==> config.mk <==
export PLATFORM = sky130hd
export DESIGN_NAME = bsa_adapter
export DESIGN_NICKNAME = d
export VERILOG_FILES = /design/src/bsa_pkg.sv /design/src/bsa_be_convert.sv /design/src/bsa_adapter.sv
export VERILOG_INCLUDE_DIRS = /design/src
export SDC_FILE = /design/constraint.sdc
export NUM_CORES = 1
export LEC_CHECK = 0
export ABC_AREA = 1
export BUFFER_PORTS_ARGS = -buffer_cell sky130_fd_sc_hd__buf_2
export CORE_MARGIN = 2
export CORE_UTILIZATION = 52
export CTS_BUF_LIST = sky130_fd_sc_hd__clkbuf_8
export DETAILED_ROUTE_END_ITERATION = 12
export GPL_ROUTABILITY_DRIVEN = 1
export PLACE_DENSITY = 0.91
export SLEW_MARGIN = 40
export SYNTH_ARGS = -nofsm -noshare
export SYNTH_HDL_FRONTEND = slang
export SYNTH_HIERARCHICAL = 1
export SYNTH_SLANG_ARGS = --single-unit
==> constraint.sdc <==
create_clock -name clock -period 2.53 [get_ports clock]
set_clock_uncertainty 0.2 [all_clocks]
set_input_delay 0.3795 -clock clock [delete_from_list [all_inputs] [get_ports clock]]
set_output_delay 0.3795 -clock clock [all_outputs]
set_load 0.02 [all_outputs]
==> src/bsa_params.svh <==
`ifndef BSA_PARAMS_SVH
`define BSA_PARAMS_SVH

// =====================================
// widths and field positions
`define BSA_DATA_W 32
`define BSA_HALF_W 16
`define BSA_ADDR_W 30
`define BSA_BE_W 4
// =====================================
// byte enable values
`define BSA_BE_ALL_OFF 4'hF
`define BSA_BE_LOW_OFF 4'h3
`define BSA_PAIR_OFF 2'h3

`endif

==> src/bsa_pkg.sv <==
`include "bsa_params.svh"

package bsa_pkg;

   // =====================================
   // request from the core side
   typedef struct packed {
      logic write;
      logic [`BSA_ADDR_W-1:0] addr;
      logic [`BSA_BE_W-1:0] be_n;
      logic [`BSA_DATA_W-1:0] wdata;
   } bsa_req_t;

   // =====================================
   // bus sequencer states
   typedef enum logic [1:0] {
      S_IDLE = 2'h0,
      S_T1 = 2'h1,
      S_T2 = 2'h3
   } bsa_state_t;

endpackage

==> src/bsa_be_convert.sv <==
`timescale 1ns/1ps
`include "bsa_params.svh"

module bsa_be_convert
   import bsa_pkg::*;
(
   input wire logic [`BSA_BE_W-1:0] be_n,
   output logic upper_byte_enable_n,
   output logic lower_byte_enable_n,
   output logic word_select_bit
);

   // =====================================
   // combinational lane mapping, unused patterns fall where they fall
   wire odd_word = be_n[0] & be_n[1];
   assign word_select_bit = odd_word;
   assign lower_byte_enable_n = odd_word ? be_n[2] : be_n[0];
   assign upper_byte_enable_n = odd_word ? be_n[3] : be_n[1];

endmodule // bsa_be_convert

==> src/bsa_adapter.sv <==
// Notes on behaviour
// - upper-only write copies upper half to lower
// - half-width upper read takes data from lower lanes
// - half-width cycle spanning both halves splits
// - second cycle repeats, lower enables forced off
// - second write cycle carries upper data low
// - writes drive the whole data bus
// - empty or gapped enable patterns passed on from req.be_n unchanged, only flagged by a_be_valid
// - half-width select ignored when upper enables off
`timescale 1ns/1ps
`include "bsa_params.svh"

module bsa_adapter
   import bsa_pkg::*;
(
   input wire logic clock,
   input wire logic nrst,
   input wire logic req_valid,
   input wire bsa_req_t req,
   output logic req_ready_r,
   output logic done_r,
   output logic [`BSA_DATA_W-1:0] done_rdata_r,
   output logic cycle_start_n_r,
   output logic bus_write_r,
   output logic [`BSA_ADDR_W-1:0] bus_addr_r,
   output logic [`BSA_BE_W-1:0] bus_be_n_r,
   output logic [`BSA_DATA_W-1:0] bus_dout_r,
   output logic bus_doe_r,
   output logic upper_byte_enable_n_r,
   output logic lower_byte_enable_n_r,
   output logic word_select_bit_r,
   input wire logic [`BSA_DATA_W-1:0] bus_din,
   input wire logic bus_ready_n,
   input wire logic half_width_bus_select_n
);

   // =====================================
   // pin synchronisers
   logic [`BSA_DATA_W-1:0] din_s1, din_s2;
   logic rdy_s1, rdy_s2, bs_s1, bs_s2;

   always_ff @(posedge clock) begin
      din_s1 <= bus_din;
      din_s2 <= din_s1;
      rdy_s1 <= bus_ready_n;
      rdy_s2 <= rdy_s1;
      bs_s1 <= half_width_bus_select_n;
      bs_s2 <= bs_s1;
   end

   // =====================================
   // decode
   bsa_state_t state_r, state_nxt;
   logic second_r;
   logic [`BSA_HALF_W-1:0] lo_hold_r;

   wire lo_act = ~&bus_be_n_r[1:0];
   wire hi_act = ~&bus_be_n_r[`BSA_BE_W-1:2];
   wire bs_on = ~bs_s2;
   wire ready_hit = (state_r == S_T2) && !rdy_s2;
   wire split_go = ready_hit && bs_on && lo_act && hi_act && !second_r;
   wire finish = ready_hit && !split_go;
   wire accept = (state_r == S_IDLE) && req_valid && req_ready_r;

   wire [`BSA_HALF_W-1:0] req_hi = req.wdata[`BSA_DATA_W-1:`BSA_HALF_W];
   wire [`BSA_HALF_W-1:0] dout_hi = bus_dout_r[`BSA_DATA_W-1:`BSA_HALF_W];
   wire req_dup = (req.be_n[1:0] == `BSA_PAIR_OFF);

   wire [`BSA_BE_W-1:0] be_nxt = accept ? req.be_n :
      split_go ? (bus_be_n_r | `BSA_BE_LOW_OFF) :
      finish ? `BSA_BE_ALL_OFF : bus_be_n_r;
   wire [`BSA_DATA_W-1:0] dout_nxt = accept ? (req_dup ? {req_hi, req_hi} : req.wdata) :
      split_go ? {dout_hi, dout_hi} : bus_dout_r;
   wire doe_nxt = accept ? req.write : (finish ? 1'b0 : bus_doe_r);
   wire second_nxt = accept ? 1'b0 : (split_go ? 1'b1 : second_r);

   wire [`BSA_HALF_W-1:0] rd_hi = (bs_on && !lo_act) ? din_s2[`BSA_HALF_W-1:0] :
      din_s2[`BSA_DATA_W-1:`BSA_HALF_W];
   wire [`BSA_HALF_W-1:0] rd_lo = second_r ? lo_hold_r : din_s2[`BSA_HALF_W-1:0];

   always_comb begin
      state_nxt = state_r;
      case (state_r)
         S_IDLE: if (accept) state_nxt = S_T1;
         S_T1: state_nxt = S_T2;
         S_T2: begin
            if (split_go) state_nxt = S_T1;
            else if (finish) state_nxt = S_IDLE;
         end
         default: state_nxt = S_IDLE;
      endcase
   end

   // =====================================
   // lane converter on the next enables, registered with them
   logic ube_nxt, lbe_nxt, wsb_nxt;

   bsa_be_convert u_conv (
      .be_n(be_nxt),
      .upper_byte_enable_n(ube_nxt),
      .lower_byte_enable_n(lbe_nxt),
      .word_select_bit(wsb_nxt)
   );

   // =====================================
   // sequencer and bus registers
   always_ff @(posedge clock) begin
      if (!nrst) begin
         state_r <= S_IDLE;
         second_r <= 1'b0;
         req_ready_r <= 1'b0;
         cycle_start_n_r <= 1'b1;
         bus_be_n_r <= `BSA_BE_ALL_OFF;
         bus_doe_r <= 1'b0;
         upper_byte_enable_n_r <= 1'b1;
         lower_byte_enable_n_r <= 1'b1;
         word_select_bit_r <= 1'b1;
      end else begin
         state_r <= state_nxt;
         second_r <= second_nxt;
         req_ready_r <= (state_nxt == S_IDLE);
         cycle_start_n_r <= !(accept || split_go);
         bus_be_n_r <= be_nxt;
         bus_doe_r <= doe_nxt;
         upper_byte_enable_n_r <= ube_nxt;
         lower_byte_enable_n_r <= lbe_nxt;
         word_select_bit_r <= wsb_nxt;
      end
   end

   always_ff @(posedge clock) begin
      if (!nrst) begin
         bus_write_r <= 1'b0;
         bus_addr_r <= '0;
         bus_dout_r <= '0;
      end else if (accept) begin
         bus_write_r <= req.write;
         bus_addr_r <= req.addr;
         bus_dout_r <= dout_nxt;
      end else begin
         bus_dout_r <= dout_nxt;
      end
   end

   // =====================================
   // transfer completion and read data
   always_ff @(posedge clock) begin
      if (!nrst) begin
         done_r <= 1'b0;
         done_rdata_r <= '0;
         lo_hold_r <= '0;
      end else begin
         done_r <= finish;
         if (finish) done_rdata_r <= {rd_hi, rd_lo};
         if (split_go) lo_hold_r <= din_s2[`BSA_HALF_W-1:0];
      end
   end

   // =====================================
   // checks
   wire split_cond = ready_hit && bs_on && lo_act && hi_act && !second_r;

   property p_dup_upper;
      @(posedge clock) disable iff (!nrst)
      (bus_doe_r && bus_be_n_r[1:0] == `BSA_PAIR_OFF && hi_act) |-> (bus_dout_r[15:0] == bus_dout_r[31:16]);
   endproperty
   a_dup_upper: assert property (p_dup_upper) else $error("upper half not copied low");

   property p_rd_upper;
      @(posedge clock) disable iff (!nrst)
      (ready_hit && bs_on && !lo_act && hi_act && !bus_write_r) |=>
         (done_r && done_rdata_r[31:16] == $past(din_s2[15:0]));
   endproperty
   a_rd_upper: assert property (p_rd_upper) else $error("upper read not taken from low lanes");

   property p_split;
      @(posedge clock) disable iff (!nrst)
      split_cond |=> (state_r == S_T1 && second_r && !cycle_start_n_r && !done_r) ##1 (state_r == S_T2);
   endproperty
   a_split: assert property (p_split) else $error("spanning cycle did not split");

   property p_second_be;
      @(posedge clock) disable iff (!nrst)
      split_cond |=> (bus_be_n_r == ($past(bus_be_n_r) | 4'h3) && bus_addr_r == $past(bus_addr_r)
         && bus_write_r == $past(bus_write_r));
   endproperty
   a_second_be: assert property (p_second_be) else $error("second cycle differs from first");

   property p_split_wdata;
      @(posedge clock) disable iff (!nrst)
      (split_cond && bus_write_r) |=> (bus_dout_r[15:0] == $past(bus_dout_r[31:16]) && bus_doe_r);
   endproperty
   a_split_wdata: assert property (p_split_wdata) else $error("second write lacks upper data");

   property p_wr_drive;
      @(posedge clock) disable iff (!nrst)
      (bus_write_r && state_r != S_IDLE) |-> bus_doe_r;
   endproperty
   a_wr_drive: assert property (p_wr_drive) else $error("write cycle not driving data");

   property p_upper_off_single;
      @(posedge clock) disable iff (!nrst)
      (ready_hit && !hi_act) |=> (done_r && state_r == S_IDLE);
   endproperty
   a_upper_off_single: assert property (p_upper_off_single) else $error("lower-only cycle was split");

   property p_be_valid;
      @(posedge clock) disable iff (!nrst)
      !cycle_start_n_r |-> ((~bus_be_n_r) inside {4'h1, 4'h2, 4'h3, 4'h4, 4'h6, 4'h7, 4'h8, 4'hC, 4'hE, 4'hF});
   endproperty
   a_be_valid: assert property (p_be_valid) else $error("invalid byte enable pattern issued");

   property p_cv_split_wr;
      @(posedge clock) disable iff (!nrst)
      split_cond && bus_write_r;
   endproperty
   c_cv_split_wr: cover property (p_cv_split_wr);

   property p_cv_split_rd;
      @(posedge clock) disable iff (!nrst)
      split_cond && !bus_write_r;
   endproperty
   c_cv_split_rd: cover property (p_cv_split_rd);

   property p_cv_upper_rd;
      @(posedge clock) disable iff (!nrst)
      ready_hit && bs_on && !lo_act && !bus_write_r;
   endproperty
   c_cv_upper_rd: cover property (p_cv_upper_rd);

endmodule // bsa_adapter

==> flow_metrics.tcl, run 1 <==
set metrics [dict create \
    register_area_um2 3860 \
    cts_buffers 17 \
    max_slew_margin_pct 60.4 \
    clk_pin_slew_ps 100 \
    path_cells "nand2_1 -> nor2_2 -> nand2_2 -> inv_2 -> nand2_1 -> a21oi_1" \
    ys_seq_area_share_pct 57.8 \
    gp_congestion 0.865 \
    tritoncts "done" \
    final_nets 1210 \
    worstPathRequired_ps 2740 \
    wirelength_um 18900 \
    core_area_um2 12600 \
    drc 0 \
    setup_tns_ps 0 \
    htreeDepth 4 \
    total_power_mw 6.08 \
    dp_hpwl_um 11300 \
    min_period_ps 1990 \
    avgSynthCellArea_um2 8.01 \
    dr.max_layer_used "met4" \
    wl_met3_um 1500 \
    wl_per_cell_um 14.7 \
    vias_per_cell 5.04 \
    period_share_pct 78.8 \
    diodes 0 \
    rsz0062_at_grt "no" \
    grt_max_degree 65 \
    final_cell_mix "209 x buf_2, 197 x nand2_1, 193 x dfxtp_1" \
    clk_path_buf_depth 2 \
    yosys.area_share.adder_pct 0 \
    final_common_cell "buf_2" \
    clock_latency_ps 470 \
    final_cell_count_no_fill 1291 \
    synthCells 834 \
    clock-sinks 193 \
    root_buffer "clkbuf_8" \
    multi_input_area_um2 2350 \
    power_per_cell_area_nw_per_um2 677 \
    dp.cells 1176 \
    synth_cell_types 25 \
    num_io_pins 210 \
    worstPathMaxFanout 32 \
    critPathKind "reg -> reg" \
    synth.area.top_cells "dfxtp_1 58%, nand2_1 11%, nor2_1 8.9%, o21ai_0 6.6%, nand3_1 2.9%" \
    io_buffers 209 \
    post_dp_cell_area_um2 7750 \
    wl_met1_um 7160 \
    nFillCells 895 \
    fmax_ghz 0.502 \
    postCtsSetupBuffers 0 \
    crit_path_start "state_r[0]" \
    syn_to_final_growth_pct 34.4 \
    initialDrtViolationCount 662 \
    yosysTopAreaCell "dfxtp_1" \
    grt_pass1_wl_um 30000 \
    crit_family "simple AND/OR/NAND/NOR gates" \
    syn_nets 938 \
    slew_viol_final 0 \
    grt_antenna_before_repair 0 \
    reg2reg_from "state_r[0]" \
    min_from "req[34]" \
    ant_nets 0 \
    drive_above_1_share_pct 24.0 \
    cap_violations 0 \
    synthMuxAreaShare_pct 0 \
    cp-start-kind "flop" \
    drt_pre_antenna_iters 5 \
    syn_area_um2 6680 \
    critPathCaptureType "flop" \
    hold_viol_final 0 \
    grt_pass1_vias 6196 \
    synth-compound-area-share_pct 10.0 \
    grt_usage_pct 27.3 \
    path_common_cell "nand2_1" \
    synthSimpleGateAreaFrac_pct 25.2 \
    critPathArrivalTime_ps 2200 \
    setup_violations 0 \
    dieWidth_um 117 \
    postCtsHoldBufs 83 \
    post_cts_resize_count 0 \
    cpMaxStageDelayCell "inv_2" \
    wl_met2_um 9200 \
    peakVddDrop_mv 0.546 \
    ys_ff_latch 193 \
    synth_top_cell_area_share_pct 57.8 \
    synth_xor_area_share_pct 0 \
    via_count 6508 \
    crit_buf_inv 1 \
    start_util_pct 53.2 \
    synth_top_family_by_area "simple AND/OR/NAND/NOR gates" \
    rows 41 \
    dieHeight_um 117 \
    yosys_warnings 6 \
    stdcell_area_um2 8980 \
    min_path_type "in -> reg" \
    slowest_delay_ps 520 \
    p_leak_nw 4.38 \
    grt_overflow_total 0 \
    die_area_um2 13800 \
    status "finished, final reports clean" \
    worstMarginPinSlew_ps 593 \
]
## metal layers
layer	up-vias	GRT usage, %
met2	362	46.0
met5	-	0
met3	90	8.17
met1	2901	30.2
met4	0	16.9
li1	3155	-
## power by group
part           leakage [nW]  total, mW  internal [mW]  switching [mW]
logic                  2.59      0.830          0.340           0.490
clock network         0.196       1.99          0.825            1.16
registers              1.59       3.26           3.19          0.0732
total                  4.38       6.08           4.35            1.72
## registers in the layout, indices dropped and copies added (netlist names), 2 cells and up
signal,count
din_s1,32
bus_dout_r,32
bus_be_n_r,4
din_s2,32
done_rdata_r,32
lo_hold_r,16
bus_addr_r,30
state_r,2
## synthesized netlist by cell type
cell type,n
o21ai_1,10
nor2_2,4
nand4_1,1
clkbuf_1,20
nand2_1,197
nor3b_1,1
buf_2,16
nand3_1,39
nand2_2,1
nor2_4,2
nand3_4,1
inv_2,1
dfxtp_1,193
buf_1,1
nor2_8,1
buf_6,9
a21oi_1,33
or2_2,3
o22ai_1,2
nand3_2,2
nor2_1,158
inv_1,45
o21ai_0,88
and2b_4,1
buf_4,5
## cells by family after synthesis
family / count (synthesis)
simple gates: 411
compound gates: 133
flops: 193
buf+inv: 97
## stage by stage
step / utilization [%] / setup WS [ps] / hold WS [ps]
final: 71.5 / 537 / 18.2
after CTS: 71.5 / 565 / 4.58
after global placement: 61.7 / 648 / 111
after floorplan: - / 694 / 110
after global routing: 71.5 / 377 / 13.1
after detailed placement: 61.7 / 591 / 112
## cell type report
class | count | area share, %
Clock buffer | 17 | 2.60
Clock inverter | 15 | 1.87
Inverter | 46 | 1.92
Multi-Input combinational cell | 544 | 26.2
Sequential cell | 193 | 43.0
Tap cell | 172 | 2.40
Timing Repair Buffer | 304 | 22.0
## worst min-delay path, delay by kind of cell
| kind | cells | cell delay (ps) |
|---|---|---|
| buf+inv | 1 | 80 |
| compound gates | 1 | 120 |
| simple gates | 1 | 80 |
## worst paths after layout
path | endpoint | slack [ps] | cells after the start
min reg2reg | din_s2[8] | 130 | 0
max | done_rdata_r[22] | 540 | 6
min | bus_be_n_r[2] | 20 | 3
max reg2reg | done_rdata_r[22] | 540 | 6
No activity file was read; power rests on OpenSTA's default activity.
==> run 2: changes to the inputs <==
Settings changed: ABC_AREA 1 to 0, CORE_UTILIZATION 52 to 47, PLACE_DENSITY 0.91 to 0.88.
Clock period 2.53 ns to 1.71 ns, I/O delays scaled along.
==> run 2 against run 1 <==
Power grew 47%. Combinational power grew 36%. Worst hold slack gained 18 ps. Die area up 8.7%. Via count shrank 8.6%. Non-clock buffer count rose by 28. Flip-flop and latch count did not move. First-iteration DRC count shrank 31%. Clock power up 50%. Synthesized cell count decreased by 22%. Worst setup slack worse by 480 ps. Largest power group unchanged.
==> flow_metrics.tcl, run 2 <==
set metrics [dict create \
    syn_nets 757 \
    setup_violations 0 \
    ys_seq_area_share_pct 58.7 \
    holdPathEnd "bus_dout_r[12]" \
    worstMarginPinSlew_ps 336 \
    synth_top_cell_area_share_pct 58.7 \
    yosys_warnings 6 \
    synthFlopType "dfxtp_1" \
    period_share_pct 96.9 \
    power_per_cell_area_nw_per_um2 953 \
    synth.area.top_cells "dfxtp_1 59%, nand2_1 10%, a21boi_0 5.5%, mux2i_1 4.9%, o211a_1 4.9%" \
    clk_pin_slew_ps 100 \
    peakVddDrop_mv 0.874 \
    syn_to_final_growth_pct 42.3 \
    crit_buf_inv 2 \
    async_flop_share_pct 0 \
    dp.cells 1017 \
    grt_pass1_vias 5879 \
    clk_path_buf_depth 2 \
    gp_congestion 0.853 \
    slew_viol_final 0 \
    ff2ff_path_depth 6 \
    tritoncts "done" \
    status "finished, final reports clean" \
    place_ws_ps 95.8 \
    ant_nets 0 \
    combPwrFrac_pct 12.6 \
    final_cell_count_no_fill 1151 \
    root_buffer "clkbuf_8" \
    avgSynthCellArea_um2 10.1 \
    via_count 5949 \
    critPathCaptureType "output port" \
    clock_latency_ps 480 \
    dieHeight_um 122 \
    wl_per_cell_um 16.6 \
    clock-sinks 193 \
    cts_buffers 17 \
    hold_depth 4 \
    synthCells 653 \
    clockPowerShare_pct 33.5 \
    min_from "req[12]" \
    initialDrtViolationCount 457 \
    worstPathRequired_ps 1250 \
    rows 43 \
    core_area_um2 13800 \
    grt_pass1_wl_um 28700 \
    reg2reg_from "bus_be_n_r[0]" \
    drt_pre_antenna_iters 5 \
    slowest_delay_ps 390 \
    num_io_pins 210 \
    cp-start-kind "flop" \
    crit_family "flip-flops" \
    ys_ff_latch 193 \
    dp_hpwl_um 11000 \
    rrSetupSlack_ps 60 \
    yosysMostFrequentCell "dfxtp_1" \
    synth_cell_types 28 \
    final_nets 1061 \
    syn_area_um2 6590 \
    fmax_ghz 0.604 \
    hold_viol_final 0 \
    power_switching_mw 2.55 \
    io_buffers 209 \
    pwr-share-seq_pct 53.8 \
    yosysTopAreaCell "dfxtp_1" \
    start_util_pct 47.8 \
    path_cells "buf_4 -> buf_2" \
    cap_violations 0 \
    synth-edff-count 0 \
    min_period_ps 1660 \
    p_leak_nw 4.46 \
    final_cell_mix "208 x buf_2, 192 x dfxtp_1, 182 x nand2_1" \
    vias_per_cell 5.17 \
    synth_common_cells "193 x dfxtp_1, 182 x nand2_1, 48 x a21boi_0, 36 x a21oi_1" \
    layout_setup_ws_ps 53.7 \
    critPathKind "reg -> out" \
    final_common_cell "buf_2" \
    postCtsSetupBuffers 0 \
    htreeDepth 4 \
    critPathArrivalTime_ps 1200 \
    grt_antenna_before_repair 1 \
    worstPathMaxFanout 3 \
    drive_above_1_share_pct 29.6 \
    cpMaxStageDelayCell "dfxtp_1" \
    wirelength_um 19100 \
    grt_max_degree 64 \
    grt_usage_pct 24.9 \
    die_area_um2 15000 \
    max_slew_margin_pct 77.6 \
    netSwitchingFraction_pct 28.6 \
    dieWidth_um 122 \
    internal_power_mw 6.37 \
    grt_overflow_total 0 \
    min_path_type "in -> reg" \
    r2r_end "done_rdata_r[20]" \
    drc 0 \
]
-- run 2: worst reg2reg max path: cells and delay by family, from the launching register on --
family / cells / cell delay [ps]
AO/OA/AOI/OAI: 3 / 440
flip-flops: 1 / 390
buffers and inverters: 2 / 380
AND/OR/NAND/NOR: 1 / 140
-- run 2: kinds of logic (layout without fill, tap and decap cells) --
family	count (synthesis)	count (layout)	synth area share, %
and+or+nand+nor	204	204	12.4
DFF	193	193	58.7
AOI/OAI and AO/OA	156	156	17.1
buffers and inverters	52	369	4.16
muxes	48	48	7.60
other	0	1	0
-- run 2: metal layers --
metal | share of wire (%) | GRT usage (%)
met1 | 38 | 26.6
met2 | 52 | 45.0
met3 | 5.5 | 5.67
met4 | 4.4 | 14.0
met5 | 0 | 0
-- run 2: area by class of cell --
type	instances	area, um^2
clock buffer	17	234
clock inverter	15	180
inverter	5	18.8
fill	964	4400
multi-input combinational	408	2480
sequential	193	3860
timing repair buffer	332	2360
antenna	1	2.50
tap	180	225
-- run 2: timing repair --
action                                  in CTS  in global routing
hold buffers                                99                  0
endpoints found under the setup margin       0                 10
hold endpoints to repair                   103                  0
resized for setup                            0                  4
-- run 2: stage by stage --
step | utilization [%] | TNS, ps | hold WS, ps | power (mW) | area (um^2)
after CTS | 67.5 | 0 | 0.154 | 8.90 | 9300
after floorplan | - | 0 | 84.2 | 5.40 | 6590
after detailed placement | 57.3 | 0 | 112 | 5.79 | 7900
after global placement | 57.3 | 0 | 110 | 5.76 | 7900
after global routing | 68.0 | -2.19 | 40.4 | 9.26 | 9370
final | 68.0 | 0 | 36.5 | 8.93 | 9370
-- run 2: power by group through the flow --
stage,clock (mW),combinational (mW),sequential (mW)
after floorplan,0,0.379,5.02
after global placement,0,0.866,4.89
after detailed placement,0,0.885,4.90
after CTS,3.03,1.07,4.80
after global routing,3.22,1.21,4.83
final,2.99,1.13,4.81
-- run 2: how the worst max path moves through the flow --
stage	from	to	slack (ps)	cells past startpoint
after floorplan	req_ready_r	word_select_bit_r	20	7
after global placement	bus_be_n_r[1]	lo_hold_r[6]	160	5
after detailed placement	bus_be_n_r[1]	lo_hold_r[8]	100	5
after CTS	bus_be_n_r[1]	bus_be_n_r[1]	30	2
after global routing	state_r[0]	word_select_bit_r	-2	6
final	bus_be_n_r[1]	bus_be_n_r[1]	50	2
==> run 3: changes to the inputs <==
Settings changed: CELL_PAD_IN_SITES_DETAIL_PLACEMENT from default to 1, CELL_PAD_IN_SITES_GLOBAL_PLACEMENT from default to 1, CORE_UTILIZATION 47 to 35, CTS_CLUSTER_DIAMETER from default to 150, PLACE_DENSITY 0.88 to 0.87, SETUP_SLACK_MARGIN from default to 0.15.
==> run 3 against run 2 <==
Core utilization fell by 11 points. Worst hold slack worse by 24 ps. Sequential power hardly changed. Maximum frequency is 2.6% lower. First-iteration DRC count fell by 47%. Critical path type is now reg -> reg.
==> flow_metrics.tcl, run 3 (synthesis results as in run 2) <==
set metrics [dict create \
    stdcell_area_um2 10500 \
    setup_tns_ps 0 \
    slowest_delay_ps 490 \
    drt_pre_antenna_iters 5 \
    p_leak_nw 4.98 \
    final_nets 1088 \
    worstMarginPinSlew_ps 315 \
    grt_antenna_before_repair 6 \
    grt_max_degree 66 \
    dp_hpwl_um 12300 \
    gp_congestion 0.802 \
    start_util_pct 35.4 \
    clk_pin_slew_ps 100 \
    rsz0062_at_grt "yes" \
    rows 50 \
    initialDrtViolationCount 242 \
    critPathKind "reg -> reg" \
    wirelength_um 26900 \
    root_buffer "clkbuf_8" \
    dieWidth_um 141 \
    via_count 6331 \
    min_path_type "in -> reg" \
    clock_latency_ps 470 \
    setup_violations 0 \
    clk_path_buf_depth 2 \
    reg2reg_from "state_r[1]" \
    hold_viol_final 0 \
    final_cell_mix "205 x buf_2, 179 x dfxtp_1, 139 x nand2_1" \
    wl_per_cell_um 21.8 \
    dieHeight_um 141 \
    grt_overflow_total 0 \
    fmax_ghz 0.588 \
    cpMaxStageDelayCell "and4bb_4" \
    cts_buffers 17 \
    slew_viol_final 0 \
    worstPathMaxFanout 8 \
    power_per_cell_area_nw_per_um2 894 \
    htreeDepth 4 \
    post_dp_cell_area_um2 7980 \
    grt_usage_pct 23.2 \
    io_buffers 209 \
    die_area_um2 19900 \
    final_common_cell "buf_2" \
    core_area_um2 18600 \
    peakVddDrop_mv 0.614 \
    status "finished, final reports clean" \
    min_from "req[34]" \
    cap_violations 0 \
    cp-start-kind "flop" \
    worstPathRequired_ps 1900 \
    final_cell_count_no_fill 1235 \
    num_io_pins 210 \
    drc 0 \
    crit_path_start "state_r[1]" \
    critPathArrivalTime_ps 1890 \
    drive_above_1_share_pct 43.1 \
    vias_per_cell 5.13 \
    clock-sinks 193 \
    tritoncts "done" \
    period_share_pct 99.4 \
    ant_nets 0 \
    dp.cells 1066 \
    grt_pass1_wl_um 35500 \
    max_slew_margin_pct 79.0 \
    final_util_pct 56.7 \
    grt_pass1_vias 6665 \
    path_cells "and4bb_4 -> buf_12 -> clkbuf_16 -> nand2_2 -> a21boi_1" \
    syn_to_final_growth_pct 60.0 \
    min_period_ps 1700 \
    critPathCaptureType "flop" \
]
[run 3: worst paths after layout]
| kind | slack [ps] | endpoint | cells past startpoint |
|---|---|---|---|
| setup reg to reg | 10 | bus_dout_r[17] | 5 |
| hold reg to reg | 130 | bs_s2 | 0 |
| hold / removal | 10 | bus_be_n_r[2] | 4 |
| setup / recovery | 10 | bus_dout_r[17] | 5 |
[run 3: final cells by class]
type	instances	area, um^2
clock inverters	12	145
inverters	5	18.8
diodes	6	15.0
flip-flops and latches	193	3880
fillers	2017	8040
repair buffers	359	2870
clock buffers	18	248
multi-input cells	408	3070
well taps	234	293
[run 3: power by group]
group	total [mW]	switching [mW]	leakage, nW	internal, mW
Clock	3.05	1.81	0.197	1.25
Combinational	1.53	0.794	3.19	0.736
Sequential	4.83	0.134	1.59	4.70
[run 3: worst max-delay path: cells and delay by family (launching register included)]
kind	cells	cell delay (ps)
flops	1	350
buf+inv	2	380
simple gates	2	560
compound gates	1	140
[run 3: repair_timing]
item | in CTS | in global routing
cloned | 6 | 6
hold endpoints to repair | 99 | 1
setup endpoints to repair | 104 | 122
setup buffers | 5 | 16
hold buffers | 99 | 1
pin swaps | 3 | 79
gates resized for setup | 15 | 207
[run 3: per-layer routing]
metal / track usage, % / wire length, um / share of wire (%)
met5: 0 / 0 / 0
met4: 14.9 / 1950 / 7.2
met3: 3.84 / 940 / 3.5
met2: 42.1 / 13900 / 52
met1: 24.8 / 10100 / 38
[run 3: stage by stage]
step	hold slack, ps	power [mW]	setup WS, ps
floorplan	84.2	5.42	142
finish	12.5	9.42	10.1
global placement	110	5.78	128
global route	12.2	9.75	-68.9
CTS	0.643	9.03	41.4
detailed placement	113	5.81	62.9
